===== config.mk =====
export PLATFORM = sky130hd
export DESIGN_NAME = lpc_ctrl
export DESIGN_NICKNAME = d
export VERILOG_FILES = /design/src/lpc_pkg.sv /design/src/lpc_sync.sv /design/src/lpc_ctrl.sv
export SDC_FILE = /design/constraint.sdc
export NUM_CORES = 1
export LEC_CHECK = 0
export ABC_AREA = 1
export BUFFER_PORTS_ARGS = -buffer_cell sky130_fd_sc_hd__buf_4
export CORE_MARGIN = 2
export CORE_UTILIZATION = 57
export CTS_BUF_LIST = sky130_fd_sc_hd__clkbuf_4
export DETAILED_ROUTE_END_ITERATION = 16
export GPL_ROUTABILITY_DRIVEN = 0
export PLACE_DENSITY_LB_ADDON = 0.3
export SKIP_CTS_REPAIR_TIMING = 1
export SLEW_MARGIN = 40
export SYNTH_ARGS = -nofsm -noshare
export SYNTH_HDL_FRONTEND = slang
export SYNTH_SLANG_ARGS = --single-unit

===== constraint.sdc =====
create_clock -name clk -period 3.8 [get_ports clk]
set_input_delay 0.19 -clock clk [delete_from_list [all_inputs] [get_ports clk]]
set_output_delay 0.19 -clock clk [all_outputs]
set_load 0.01 [all_outputs]

===== src/lpc_pkg.sv =====
// Package for the LCD/PWM clock and shared-pin mode controller.
// Assumes the command front end delivers whole command bytes with a one-cycle strobe.
package lpc_pkg;
	// Command byte opcodes and masks.
	localparam logic [4:0] OSC_CMD_TAG     = 5'h03;
	localparam logic [2:0] FRAME_CMD_TAG   = 3'h1;
	localparam logic [3:0] PM_CMD_PAIR01   = 4'hc;
	localparam logic [3:0] PM_CMD_PAIR23   = 4'hd;
	localparam logic [3:0] PM_CMD_PAIR45   = 4'he;
	// Field positions in the oscillator-control byte.
	localparam int         OSC_SRC_BIT     = 0;
	localparam int         OSC_COE_BIT     = 1;
	localparam int         OSC_EFR_BIT     = 2;
	// Pin mode encodings.
	localparam logic [1:0] PM_LCD0         = 2'h0;
	localparam logic [1:0] PM_LCD1         = 2'h1;
	localparam logic [1:0] PM_STATIC       = 2'h2;
	localparam logic [1:0] PM_PWM          = 2'h3;
	// Reset values.
	localparam logic [2:0] OSC_CTRL_RESET  = 3'h0;
	localparam logic [1:0] PM_RESET        = 2'h0;
	localparam logic [4:0] FRAME_DIV_RESET = 5'h0e;
	// Timing: the frame is 48 pin clocks (9.6 kHz) or 48*q oscillator clocks.
	localparam int         FRAME_BASE_DIV  = 48;
	localparam int         NUM_SHARED      = 6;
	// Divide factor q per frame divider code; codes 18 and above clamp to 20.
	function automatic logic [6:0] lpc_q_of(input logic [4:0] fd);
		case (fd)
			5'h00: lpc_q_of = 7'h50;
			5'h01: lpc_q_of = 7'h44;
			5'h02: lpc_q_of = 7'h3c;
			5'h03: lpc_q_of = 7'h35;
			5'h04: lpc_q_of = 7'h30;
			5'h05: lpc_q_of = 7'h2c;
			5'h06: lpc_q_of = 7'h28;
			5'h07: lpc_q_of = 7'h25;
			5'h08: lpc_q_of = 7'h22;
			5'h09: lpc_q_of = 7'h20;
			5'h0a: lpc_q_of = 7'h1e;
			5'h0b: lpc_q_of = 7'h1c;
			5'h0c: lpc_q_of = 7'h1b;
			5'h0d: lpc_q_of = 7'h19;
			5'h0e: lpc_q_of = 7'h18;
			5'h0f: lpc_q_of = 7'h17;
			5'h10: lpc_q_of = 7'h16;
			5'h11: lpc_q_of = 7'h15;
			default: lpc_q_of = 7'h14;
		endcase
	endfunction
endpackage


===== src/lpc_sync.sv =====
// Three-stage synchroniser with agreement filter for one asynchronous pin.
// Assumes clk is the block clock; output changes once stages two and three agree.
`timescale 1ns/1ps
module lpc_sync (
	// Clock and reset
	input  wire logic clk,
	input  wire logic rstn,
	// Pin and filtered level
	input  wire logic din,
	output logic      dout
);
	logic s1_q;
	logic s2_q;
	logic s3_q;
	logic out_q;
	wire  agree = (s2_q == s3_q);

	always_ff @(posedge clk or negedge rstn) begin
		if (!rstn) begin
			s1_q  <= 1'b0;
			s2_q  <= 1'b0;
			s3_q  <= 1'b0;
			out_q <= 1'b0;
		end else begin
			s1_q <= din;
			s2_q <= s1_q;
			s3_q <= s2_q;
			if (agree) begin
				out_q <= s3_q;
			end
		end
	end

	assign dout = out_q;
endmodule


===== src/lpc_ctrl.sv =====
// Clock-source selection, oscillator enable, clock pin direction, frame timing
// and shared-pin mode selection for an LCD driver with PWM generator.
// Assumes the serial front end hands over command bytes with a one-cycle strobe,
// the oscillator is a separate macro gated by osc_en, and osc_tick is a
// synchronous one-cycle pulse per oscillator period (230 kHz nominal).
`timescale 1ns/1ps
module lpc_ctrl
	import lpc_pkg::*;
#(
	parameter int N_PINS = 6
) (
	// Clock and reset
	input  wire logic              clk,
	input  wire logic              rstn,
	// Command bytes from the serial front end
	input  wire logic              cmd_valid,
	input  wire logic [7:0]        cmd_byte,
	// Loose configuration bits held elsewhere
	input  wire logic              power_down_bit,
	input  wire logic              pwm_enable,
	input  wire logic [N_PINS-1:0] static_level_bits,
	// Oscillator macro
	input  wire logic              osc_tick,
	output logic                   osc_en,
	// Clock pin, three signals
	input  wire logic              clock_pin_i,
	output logic                   clock_pin_o,
	output logic                   clock_pin_oe,
	// Clock ticks to the LCD and PWM engines
	output logic                   lcd_clk_tick,
	output logic                   pwm_clk_tick,
	output logic                   frame_tick,
	// Shared pin drive
	input  wire logic [N_PINS-1:0] segment_drive,
	input  wire logic [N_PINS-1:0] pwm_drive,
	output logic [N_PINS-1:0]      shared_pin,
	// Status
	output logic [2:0]             osc_ctrl_state,
	output logic [4:0]             frame_divider_field
);
	import lpc_pkg::*;

	// The pair decode and the mode table are built for six pins only.
	if (N_PINS != NUM_SHARED) begin : g_bad_pins
		$error("lpc_ctrl supports exactly six shared pins");
	end

	// Oscillator-control, frame and pin mode registers.
	logic [2:0] osc_ctrl_q;
	logic [4:0] fd_q;
	logic [1:0] mode_q [N_PINS];

	wire clock_source_select = osc_ctrl_q[OSC_SRC_BIT];
	wire clock_out_enable    = osc_ctrl_q[OSC_COE_BIT];
	wire external_freq_range = osc_ctrl_q[OSC_EFR_BIT];

	wire osc_cmd   = cmd_valid && (cmd_byte[7:3] == OSC_CMD_TAG);
	wire frame_cmd = cmd_valid && (cmd_byte[7:5] == FRAME_CMD_TAG);
	wire pm_cmd0   = cmd_valid && (cmd_byte[7:4] == PM_CMD_PAIR01);
	wire pm_cmd1   = cmd_valid && (cmd_byte[7:4] == PM_CMD_PAIR23);
	wire pm_cmd2   = cmd_valid && (cmd_byte[7:4] == PM_CMD_PAIR45);
	wire [2:0] pm_sel = {pm_cmd2, pm_cmd1, pm_cmd0};

	always_ff @(posedge clk or negedge rstn) begin
		if (!rstn) begin
			osc_ctrl_q <= OSC_CTRL_RESET;
			fd_q       <= FRAME_DIV_RESET;
		end else begin
			if (osc_cmd) begin
				osc_ctrl_q <= cmd_byte[2:0];
			end
			if (frame_cmd) begin
				fd_q <= cmd_byte[4:0];
			end
		end
	end

	// Each pair register: odd pin from bits 3:2, even pin from bits 1:0.
	genvar gp;
	generate
		for (gp = 0; gp < N_PINS; gp++) begin : g_mode
			always_ff @(posedge clk or negedge rstn) begin
				if (!rstn) begin
					mode_q[gp] <= PM_RESET;
				end else if (pm_sel[gp/2]) begin
					mode_q[gp] <= (gp % 2 == 1) ? cmd_byte[3:2] : cmd_byte[1:0];
				end
			end
		end
	endgenerate

	// Oscillator enable. Async reset forces the register low, so reset stops it.
	wire ext_low  = clock_source_select && !external_freq_range;
	wire osc_need = !power_down_bit &&
	                (!clock_source_select || (pwm_enable && ext_low));
	logic osc_en_q;
	always_ff @(posedge clk or negedge rstn) begin
		if (!rstn) begin
			osc_en_q <= 1'b0;
		end else begin
			osc_en_q <= osc_need;
		end
	end

	// External clock pin passes the synchroniser; rising edges become ticks.
	logic pin_sync;
	logic pin_prev_q;
	lpc_sync u_sync (
		.clk  (clk),
		.rstn (rstn),
		.din  (clock_pin_i),
		.dout (pin_sync)
	);
	always_ff @(posedge clk or negedge rstn) begin
		if (!rstn) begin
			pin_prev_q <= 1'b0;
		end else begin
			pin_prev_q <= pin_sync;
		end
	end
	wire pin_tick  = pin_sync && !pin_prev_q;
	wire osc_valid = osc_tick && osc_en_q;

	// Source of the 230 kHz-class clock used for the prescaler.
	wire main_tick = clock_source_select ? pin_tick : osc_valid;
	// PWM needs 230 kHz: a slow external clock hands PWM to the oscillator.
	wire pwm_tick_d = ext_low ? osc_valid : main_tick;

	// Prescaler by q: its carry is the intermediate clock at 230k/q. With a slow
	// external clock the prescaler is bypassed, so the pin clock is already it.
	wire [6:0] q_val = lpc_q_of(fd_q);
	logic [6:0] pre_cnt_q;
	wire        pre_wrap  = (pre_cnt_q >= q_val - 7'h1);
	wire        inter_tick = ext_low ? pin_tick : (main_tick && pre_wrap);
	always_ff @(posedge clk or negedge rstn) begin
		if (!rstn) begin
			pre_cnt_q <= 7'h0;
		end else if (main_tick && !ext_low) begin
			pre_cnt_q <= pre_wrap ? 7'h0 : pre_cnt_q + 7'h1;
		end
	end

	// Frame counter: 48 intermediate ticks per LCD frame.
	localparam logic [5:0] FRAME_LAST = 6'(FRAME_BASE_DIV - 1);
	logic [5:0] frm_cnt_q;
	wire        frm_wrap = (frm_cnt_q == FRAME_LAST);
	always_ff @(posedge clk or negedge rstn) begin
		if (!rstn) begin
			frm_cnt_q <= 6'h0;
		end else if (inter_tick) begin
			frm_cnt_q <= frm_wrap ? 6'h0 : frm_cnt_q + 6'h1;
		end
	end

	// Pin clock: high for the first q/2 (rounded down) prescaler counts, so its duty
	// is an exact half for even q and falls just below half for odd q.
	wire [6:0] half_q   = q_val >> 1;
	wire       pin_clk  = (pre_cnt_q < half_q);
	wire       drive_ck = !clock_source_select && clock_out_enable;
	wire       pd_hold  = power_down_bit && clock_out_enable;
	wire       oe_d     = drive_ck || pd_hold;
	// In power-down with clock out on, the pin sits high instead of toggling.
	wire       o_d      = power_down_bit ? 1'b1 : pin_clk;

	// Shared pin selection per mode.
	logic [N_PINS-1:0] pin_d;
	generate
		for (gp = 0; gp < N_PINS; gp++) begin : g_pin
			wire is_pwm = (mode_q[gp] == PM_PWM);
			wire is_st  = (mode_q[gp] == PM_STATIC);
			assign pin_d[gp] = is_pwm ? (power_down_bit ? static_level_bits[gp]
			                                            : pwm_drive[gp])
			                 : is_st  ? static_level_bits[gp]
			                          : segment_drive[gp];
		end
	endgenerate

	// Output registers. Reset leaves the pin undriven and all ticks low.
	logic              ck_o_q;
	logic              ck_oe_q;
	logic              lcd_q;
	logic              pwm_q;
	logic              frm_q;
	logic [N_PINS-1:0] shared_q;
	always_ff @(posedge clk or negedge rstn) begin
		if (!rstn) begin
			ck_o_q   <= 1'b0;
			ck_oe_q  <= 1'b0;
			lcd_q    <= 1'b0;
			pwm_q    <= 1'b0;
			frm_q    <= 1'b0;
			shared_q <= '0;
		end else begin
			ck_o_q   <= o_d;
			ck_oe_q  <= oe_d;
			lcd_q    <= inter_tick;
			pwm_q    <= pwm_tick_d;
			frm_q    <= inter_tick && frm_wrap;
			shared_q <= pin_d;
		end
	end

	assign osc_en              = osc_en_q;
	assign clock_pin_o         = ck_o_q;
	assign clock_pin_oe        = ck_oe_q;
	assign lcd_clk_tick        = lcd_q;
	assign pwm_clk_tick        = pwm_q;
	assign frame_tick          = frm_q;
	assign shared_pin          = shared_q;
	assign osc_ctrl_state      = osc_ctrl_q;
	assign frame_divider_field = fd_q;
endmodule


* After elaboration in Yosys (flattened, before gate mapping) *
Memory sizes are Yosys's and may differ from the RTL's.
Index checks and enable logic that the tools add are counted.
W data, S select, Z words.

operators by class
  add/subtract/negate cells = 3
  $lt $le $gt $ge = 2
  equality and inequality tests = 19
  muxes and demuxes = 24
  reduce and logical (&&, ||, !) cells = 22

operators with widths
  kind                   count
  $eq A2 B2 Y1 const B   12
  $mux W1                22
  $logic_and A1 B1 Y1    15
  $eq A4 B4 Y1 const B   3
  $add A7 B1 Y7 const B  1
  $ge A7 B7 Y1           1
  $lt A7 B6 Y1           1
  $mux W7                1
  $sub A7 B1 Y7 const B  1
  $add A6 B1 Y6 const B  1
  $eq A6 B6 Y1 const B   1
  $mux W6                1
  $eq A5 B2 Y1 const B   1
  $logic_not A1 Y1       5
  $eq A3 B1 Y1 const B   1
  $logic_or A1 B1 Y1     2
  $eq A1 B1 Y1           1

storage, ports and cells
  register bits after elaboration = 50
  bits in read-only memories = 224
  input bits = 33
  logic and storage cells = 93
  memories kept = 1

memories
  memory            depth  bits a word  rd ports  clocked after memory_dff  wr ports  line           RTL
  (name not given)  32     7            1         0                         0         lpc_pkg.sv:28  case (fd)

* Depth between registers and ports, before layout *
Gate-level depths: netlist (run 1).

  depth after elaboration = 6
  mapped depth = 20

* Modules after synthesis *
Synthesis (run 1) repeated with hierarchy kept, for this count alone.

unflattened totals
  cell total of the unflattened synthesis = 320
  area, all modules = 2688.8 µm²

modules (own cells, without submodules)
  module    times used  cells each  area each (µm²)  sequential area each (µm²)
  lpc_ctrl  1           312         2572.5           1154.9
  lpc_sync  1           8           116.4            100.1

* Worst setup path before layout (run 1) *
Ideal clock, no wire load.

  path kind = register to register
  start = register fd_q[1], in the netlist frame_divider_field[1]
  end = register frm_cnt_q[3]
  data arrival time = 2.822 ns
  required time = 3.682 ns
  setup slack = 0.860 ns
  cell stages (with the launch flop) = 20
  buffers on the path = 0
  period minus slack after synthesis = 2.940 ns
  cells stage by stage = dfstp_2 -> inv_1 -> ha_1 -> nand2_1 -> nand4_1 -> o31ai_1 -> inv_1 -> ha_1 -> inv_1 -> nor3_2 -> xor2_1 -> ha_1 -> a21oi_1 -> nor2_1 -> a211oi_2 -> nand2_4 -> nand2_8 -> nand2_8 -> nand2_2 -> nand2_1

on the way
  longest elaborated chain between the ends = 5

ends and longest elaborated chain
  what                    line             RTL
  start, declared         lpc_ctrl.sv:50   logic [4:0] fd_q;
  start signal, assigned  lpc_ctrl.sv:73   fd_q <= cmd_byte[4:0];
  $mem_v2 Z32 W7          --
  $sub A7 B1 Y7           lpc_ctrl.sv:133  wire pre_wrap = (pre_cnt_q >= q_val - 7'h1);
  $ge A7 B7 Y1            lpc_ctrl.sv:133
  $logic_and A1 B1 Y1     lpc_ctrl.sv:134  wire inter_tick = ext_low ? pin_tick : (main_tick && pre_wrap);
  $mux W1                 lpc_ctrl.sv:134
  net inter_tick          lpc_ctrl.sv:134
  end signal, assigned    lpc_ctrl.sv:151  frm_cnt_q <= frm_wrap ? 6'h0 : frm_cnt_q + 6'h1;
  end, declared           lpc_ctrl.sv:145  logic [5:0] frm_cnt_q;

The timed path passes the listed nets, and every way through them passes these cells.
A chain may end at the register's enable or synchronous reset.

* Worst setup path after layout (run 1) *
  start = register fd_q[1], in the netlist frame_divider_field[1]
  end = register frm_cnt_q[0]

Same word-level chain as after synthesis.

==> results.yml, run 1 <==
setup_path:
  start_kind: "flip-flop"
  reg2reg_from: "frame_divider_field[1]"
  crit_type: "flip-flop to flip-flop"
  cp_max_fo: 10
  cp.arrival_ps: 3440
  cp_num_cells: 19
  required_ps: 4060
  crit_slowest_cell: "dfstp_2"
  slowest_delay_ps: 640
  path_buf_inv: 3
  reg2reg_slack_ps: 620
  critPathTopFamily: "simple AND/OR/NAND/NOR gates"
  setup.worst_path.end_class: "flip-flop"
  path_cells: "inv_1 > ha_1 > nand2_1 > nand4_1 > o31ai_1 > inv_1 > ha_1 > inv_1 > nor3_2 > xor2_1 > ha_1 > a21oi_1 > nor2_1 > a211oi_2 > nand2_4 > nand2_8 > nand2_8 > nand2_2 > nand2_1"
  reg2regPathDepth: 19
  timing.rr.end: "frm_cnt_q[0]"
synth:
  syn_avg_cell_area_um2: 8.66
  ys_ff_latch: 50
  yosys-mux-area-fraction_pct: 0
  yosysWarnings: 0
  ys_async_sr_fraction_pct: 100
  synthesis.area_um2: 2760
  synth_compound_area_share_pct: 9.47
  yosys.area_share.simple_pct: 27.6
  yosys.area_share.adder_pct: 9.42
  synth_top_cell_by_area: "dfrtp_1"
  syn_inst: 319
  synth_top_family_by_area: "simple AND/OR/NAND/NOR gates"
  synth_edf_count: 0
  ys_seq_area_share_pct: 45.4
  yosys_most_used_dff: "dfrtp_1"
  synthXorXnorAreaFrac_pct: 3.17
  synth_top_cell_area_share_pct: 42.6
  netlist-cell-type-count: 37
  syn-num-nets: 372
  synth_area_leaders: "dfrtp_1 43%, nand2_1 11%, ha_1 9.1%, nand3_1 4.2%, o21ai_0 3.8%"
die:
  die_area_um2: 5420
  die_y_um: 73.6
  core_um2: 4690
  initial_core_util_pct: 58.9
  die_x_um: 73.6
  num_rows: 25
  ios: 53
routing:
  routed_wl_um: 5790
  dr_wl_met2_um: 2940
  highest_layer: "met4"
  wl_met3_um: 298
  drt-met1-wl_um: 2470
  routed_via_density: 5.37
  ant_nets: 0
  firstDrtPassIters: 4
  route.detailed.drc: 0
  wire_per_inst_um: 13.4
  drtIter0Drc: 189
  num_vias: 2326
timing:
  setup_viol: 0
  setup-tns-final_ps: 0
  relSlewSlack_pct: 59.6
  clock.fmax_mhz: 314
  rsz0062_at_grt: "no"
  fin_crit_ps: 3180
  post-route-period-util_pct: 83.7
  slew_violations: 0
  hold_viol_final: 0
  fin_skew_ps: 8.00
  tightest_slew_ps: 606
power_and_ir_drop:
  leakagePower_nw: 1.67
  seq_power_share_pct: 44.4
  p_sw_mw: 0.652
  ir_drop_v: 0.000253
  internal_power_mw: 1.06
  p_comb_share_pct: 37.6
  clockPowerShare_pct: 18.0
  power_mw: 1.71
  p_per_area_nw_per_um2: 518
  p_sw_share_pct: 38.1
cells_and_area:
  area_growth_pct: 19.6
  drive_above_1_share_pct: 23.5
  utilization_pct: 70.4
  fin_nets: 431
  insertedDiodeCount: 0
  fin_area_um2: 3300
placed_design:
  hpwl_um: 4360
  portBuffers: 52
  place_area_um2: 3190
cts:
  clockBufferDepth: 2
  cts.sinks: 50
  htreeDepth: 2
  clk-insertion-delay-late_ps: 360
  cts_tree: "yes"
  cts_root_buf: "clkbuf_4"
  numCtsBuffers: 5
  clk_pin_slew_worst_paths_ps: 150
global_routing:
  grt_usage_pct: 23.5
  grt_pass1_wl_um: 9910
  grt_max_degree: 51
  grt_overflow_total: 0
  first_global_vias: 2242
  antenna_found_initial: 0
run_status:
  status: "complete, no violations"
worst_hold_path:
  hold_path.class: "primary input to flip-flop"
  hold_end: "shared_pin[0]"
  min_from: "static_level_bits[0]"
  min_path_cells: 3
job:
  max_cap_violations: 0
==> per-layer routing <==
metal  track usage (%)  vias to the layer above
met1              29.6                     1077
met5                 0                        -
met2              40.9                       66
li1                  -                     1173
met3              5.49                       10
met4              5.25                        0
==> worst min-delay path, cell delays in order <==
cell and delay, ps:
buf_4 110, nand2_1 50, a31oi_1 60
==> sequential cells by signal (all words and copies together), names as in the netlist <==
name / flops
frm_cnt_q: 6
clock_pin_oe: 1
shared_pin: 6
frame_divider_field: 5
u_sync.dout: 1
u_sync.s3_q: 1
frame_tick: 1
lcd_clk_tick: 1
osc_en: 1
osc_ctrl_state: 3
pin_prev_q: 1
u_sync.s2_q: 1
pwm_clk_tick: 1
clock_pin_o: 1
u_sync.s1_q: 1
pre_cnt_q: 7
mode_q: 12
==> through the flow <==
stage          worst slack (ps)  std cells  hold WS, ps
2_1_floorplan               860        319         -106
3_3_place_gp                767        422          246
3_5_place_dp                621        422          247
4_1_cts                     603        430         -168
5_1_grt                     305        433         64.9
6_report                    620        433         71.1
==> worst max path at each step <==
stage / startpoint / to / slack [ps]
finish: frame_divider_field[1] / frm_cnt_q[0] / 620
global route: frame_divider_field[1] / pre_cnt_q[0] / 310
CTS: frame_divider_field[1] / frm_cnt_q[0] / 600
detailed placement: frame_divider_field[1] / frm_cnt_q[0] / 620
global placement: frame_divider_field[1] / frm_cnt_q[3] / 770
floorplan: frame_divider_field[1] / frm_cnt_q[3] / 860
==> layout make-up <==
type                    instances  area [um^2]
well taps                      54         67.6
fillers                       380         1390
clock inverters                 3         42.5
flip-flops and latches         50         1250
clock buffers                   5         37.5
inverters                      28          108
multi-input cells             238         1370
repair buffers                 55          420
==> cell usage after synthesis, types with 2 or more instances <==
| cell type | number |
|---|---|
| o21ai_1 | 3 |
| nor2_2 | 3 |
| dfstp_2 | 3 |
| nor2_1 | 26 |
| nand2_1 | 84 |
| inv_2 | 6 |
| ha_1 | 20 |
| nor3_1 | 3 |
| dfrtp_1 | 47 |
| a21oi_1 | 7 |
| a31oi_1 | 6 |
| o21ai_0 | 21 |
| inv_1 | 21 |
| nand2_2 | 8 |
| buf_6 | 2 |
| xor2_1 | 9 |
| nand4_1 | 6 |
| nand2_8 | 2 |
| nand2_4 | 2 |
| nand3_1 | 23 |
==> kinds of logic after synthesis <==
logic type / count (synthesis)
AND/OR/NAND/NOR: 162
flip-flops: 50
adder cells (fa/ha/maj): 21
XOR/XNOR: 10
buffers and inverters: 31
AO/OA/AOI/OAI: 45
==> cell usage in the layout (no fill, tap or decap), drive strengths merged <==
cell type,n
dfrtp,47
clkinv,1
a2111oi,1
nand2,96
a211oi,1
a21boi,2
nor3,4
dlygate4sd3,3
nand4,6
and3,1
o31ai,1
o211ai,1
a22o,1
xor2,9
ha,20
dfstp,3
maj3,1
xnor2,1
a21oi,8
nor2,29
o21ai,24
buf,52
nor3b,1
nand3,25
inv,29
a31oi,6
bufinv,1
clkbuf,5
==> power by group through the flow <==
stage               clock [mW]  sequential [mW]  combinational (mW)
detailed placement           0            0.766               0.639
floorplan                    0            0.749               0.443
finish                   0.307            0.759               0.644
global route             0.337            0.775               0.739
CTS                      0.312            0.757               0.647
global placement             0            0.765               0.600
No activity file was read; power rests on OpenSTA's default activity.
==> run 2: changes to the inputs <==
ABC_AREA = 0   (was 1)
CORE_UTILIZATION = 58   (was 57)
clock period = 3.06 ns   (was 3.8 ns; I/O delays follow)
==> results.yml, run 2 <==
synth:
  syn_inst: 266
  syn_avg_cell_area_um2: 10.6
  yosys_most_used_dff: "dfrtp_1"
  synth_common_cells: "47 x dfrtp_1, 22 x nand2_1, 20 x ha_1"
  synth_top_cell_by_area: "dfrtp_1"
  synth_edf_count: 0
  netlist-cell-type-count: 54
  synth_area_leaders: "dfrtp_1 42%, ha_1 8.8%, mux2_2 6.8%, nand2_1 2.9%, dfstp_2 2.8%"
  yosysMostFrequentCell: "dfrtp_1"
  ys_async_sr_fraction_pct: 100
  yosysWarnings: 0
  ys_ff_latch: 50
  synthesis.area_um2: 2830
  syn-num-nets: 319
  synth_top_cell_area_share_pct: 41.5
  ys_seq_area_share_pct: 44.3
die:
  ios: 53
  die_area_um2: 5460
  num_rows: 25
  initial_core_util_pct: 59.9
  die_y_um: 73.9
  core_um2: 4720
  die_x_um: 73.9
routing:
  drtIter0Drc: 192
  routed_via_density: 5.81
  wire_per_inst_um: 16.5
  routed_wl_um: 6930
  firstDrtPassIters: 4
  num_vias: 2434
  route.detailed.drc: 0
  ant_nets: 0
setup_path:
  crit_slowest_cell: "dfstp_2"
  setup.worst_path.end_class: "flip-flop"
  reg2regPathDepth: 14
  timing.rr.end: "frm_cnt_q[1]"
  cp_max_fo: 5
  cp.arrival_ps: 3590
  cpMostUsedCell: "ha_1"
  path_cells: "inv_4 > ha_1 > and4bb_2 > nor3_4 > ha_2 > nand2b_1 > nor2_1 > xor2_1 > ha_1 > nand3_2 > or2_4 > o211a_4 > o21ai_4 > mux2_4"
  crit_type: "flip-flop to flip-flop"
  reg2reg_slack_ps: -260
  slowest_delay_ps: 620
  required_ps: 3340
  start_kind: "flip-flop"
  reg2reg_from: "frame_divider_field[1]"
placed_design:
  portBuffers: 52
  hpwl_um: 5010
timing:
  rsz0062_at_grt: "yes"
  tightest_slew_ps: 798
  post-route-period-util_pct: 108
  clock.fmax_mhz: 301
  relSlewSlack_pct: 46.0
  fin_crit_ps: 3320
  fin_skew_ps: 8.20
  timing.final.ws_setup_ps: -259
  slew_violations: 0
  hold_viol_final: 0
  setup_viol: 14
  setup-tns-final_ps: -1940
cells_and_area:
  drive_above_1_share_pct: 40.9
  top_register: "mode_q"
  reg.largest.list: "mode_q x12, pre_cnt_q x7"
  layout_common_cells: "81 x buf_4, 47 x dfrtp_1, 19 x nand2_1"
  final_common_cell: "buf_4"
  fin_nets: 404
  area_growth_pct: 31.5
  insertedDiodeCount: 0
  largest_register_ffs: 12
global_routing:
  grt_max_degree: 51
  grt_usage_pct: 26.2
  busiest_layer: "met2"
  first_global_vias: 2356
  grt_overflow_total: 0
  grtUsageMet3_pct: 5.62
  grt_pass1_wl_um: 10900
  antenna_found_initial: 0
  use_met1_pct: 32.2
  grt_use_met2_pct: 45.9
run_status:
  violations: "setup timing"
  status: "finished, violations left"
power_and_ir_drop:
  p_sw_share_pct: 37.9
  p_comb_share_pct: 52.8
  internal_power_mw: 1.82
  ir_drop_v: 0.000472
  clockPowerShare_pct: 13.3
  leakagePower_nw: 1.70
  p_per_area_nw_per_um2: 787
  power_mw: 2.93
  seq_power_share_pct: 33.9
  p_sw_mw: 1.11
cts:
  cts.sinks: 50
  clockBufferDepth: 2
  htreeDepth: 2
  clk-insertion-delay-late_ps: 370
  cts_root_buf: "clkbuf_4"
  cts_tree: "yes"
  numCtsBuffers: 5
  clk_pin_slew_worst_paths_ps: 150
worst_hold_path:
  min_path_cells: 3
  min_from: "segment_drive[2]"
  hold_end: "shared_pin[2]"
  hold_path.class: "primary input to flip-flop"
job:
  max_cap_violations: 0
run 2: logic make-up after synthesis:
logic type | share of synthesized area (%)
adder cells (fa/ha/maj) | 9.19
multiplexers | 9.68
XOR/XNOR | 1.86
AND/OR/NAND/NOR | 17.8
AO/OA/AOI/OAI | 15.1
flip-flops | 44.3
buffers and inverters | 2.08
run 2: layout make-up:
cell class                 instances  area (um^2)
multi-input combinational        203         1630
tap                               67         83.8
clock buffer                       5         37.5
clock inverter                     3         42.5
inverter                           6         25.0
timing repair buffer              85          649
sequential                        50         1250
fill                             301         1000
run 2: worst max-delay path: cells and delay by family (launching register included):
kind                       cells  cell delay (ps)
AOI/OAI and AO/OA              2              470
xor gates and xnor gates       1               80
adders and majority gates      3              700
buffers and inverters          1               60
DFF                            1              620
muxes                          1              330
and+or+nand+nor                6              980
run 2: worst max path at each step:
stage                                 from      endpoint  slack (ps)  cells after the start
floorplan           frame_divider_field[1]  frm_cnt_q[0]        -120                     12
global placement    frame_divider_field[1]  frm_cnt_q[1]        -110                     14
detailed placement  frame_divider_field[1]  pre_cnt_q[2]        -200                     13
CTS                 frame_divider_field[1]  pre_cnt_q[2]        -230                     13
global route        frame_divider_field[1]  frm_cnt_q[1]        -390                     14
finish              frame_divider_field[1]  frm_cnt_q[1]        -260                     14
run 2: per-layer routing:
metal	vias up	wire, um	share of wire (%)
met3	19	334	4.8
met5	-	0	0
met4	0	207	3.0
met2	78	3620	52
li1	1149	-	-
met1	1188	2770	40
run 2: power groups by stage:
stage	Sequential [mW]	Clock, mW	Combinational, mW
5_1_grt	1.02	0.419	1.70
3_5_place_dp	1.00	0	1.34
6_report	0.992	0.390	1.55
3_3_place_gp	0.989	0	1.28
4_1_cts	0.988	0.393	1.35
2_1_floorplan	0.978	0	0.806
run 2: through the flow:
step	hold slack [ps]	setup slack, ps	instances	util [%]	instance area, um^2
CTS	-209	-235	412	76.1	3590
global placement	206	-108	404	74.3	3510
floorplan	-143	-122	266	-	2880
finish	12.4	-259	419	78.8	3720
detailed placement	207	-200	404	74.4	3510
global route	19.4	-388	419	78.8	3720
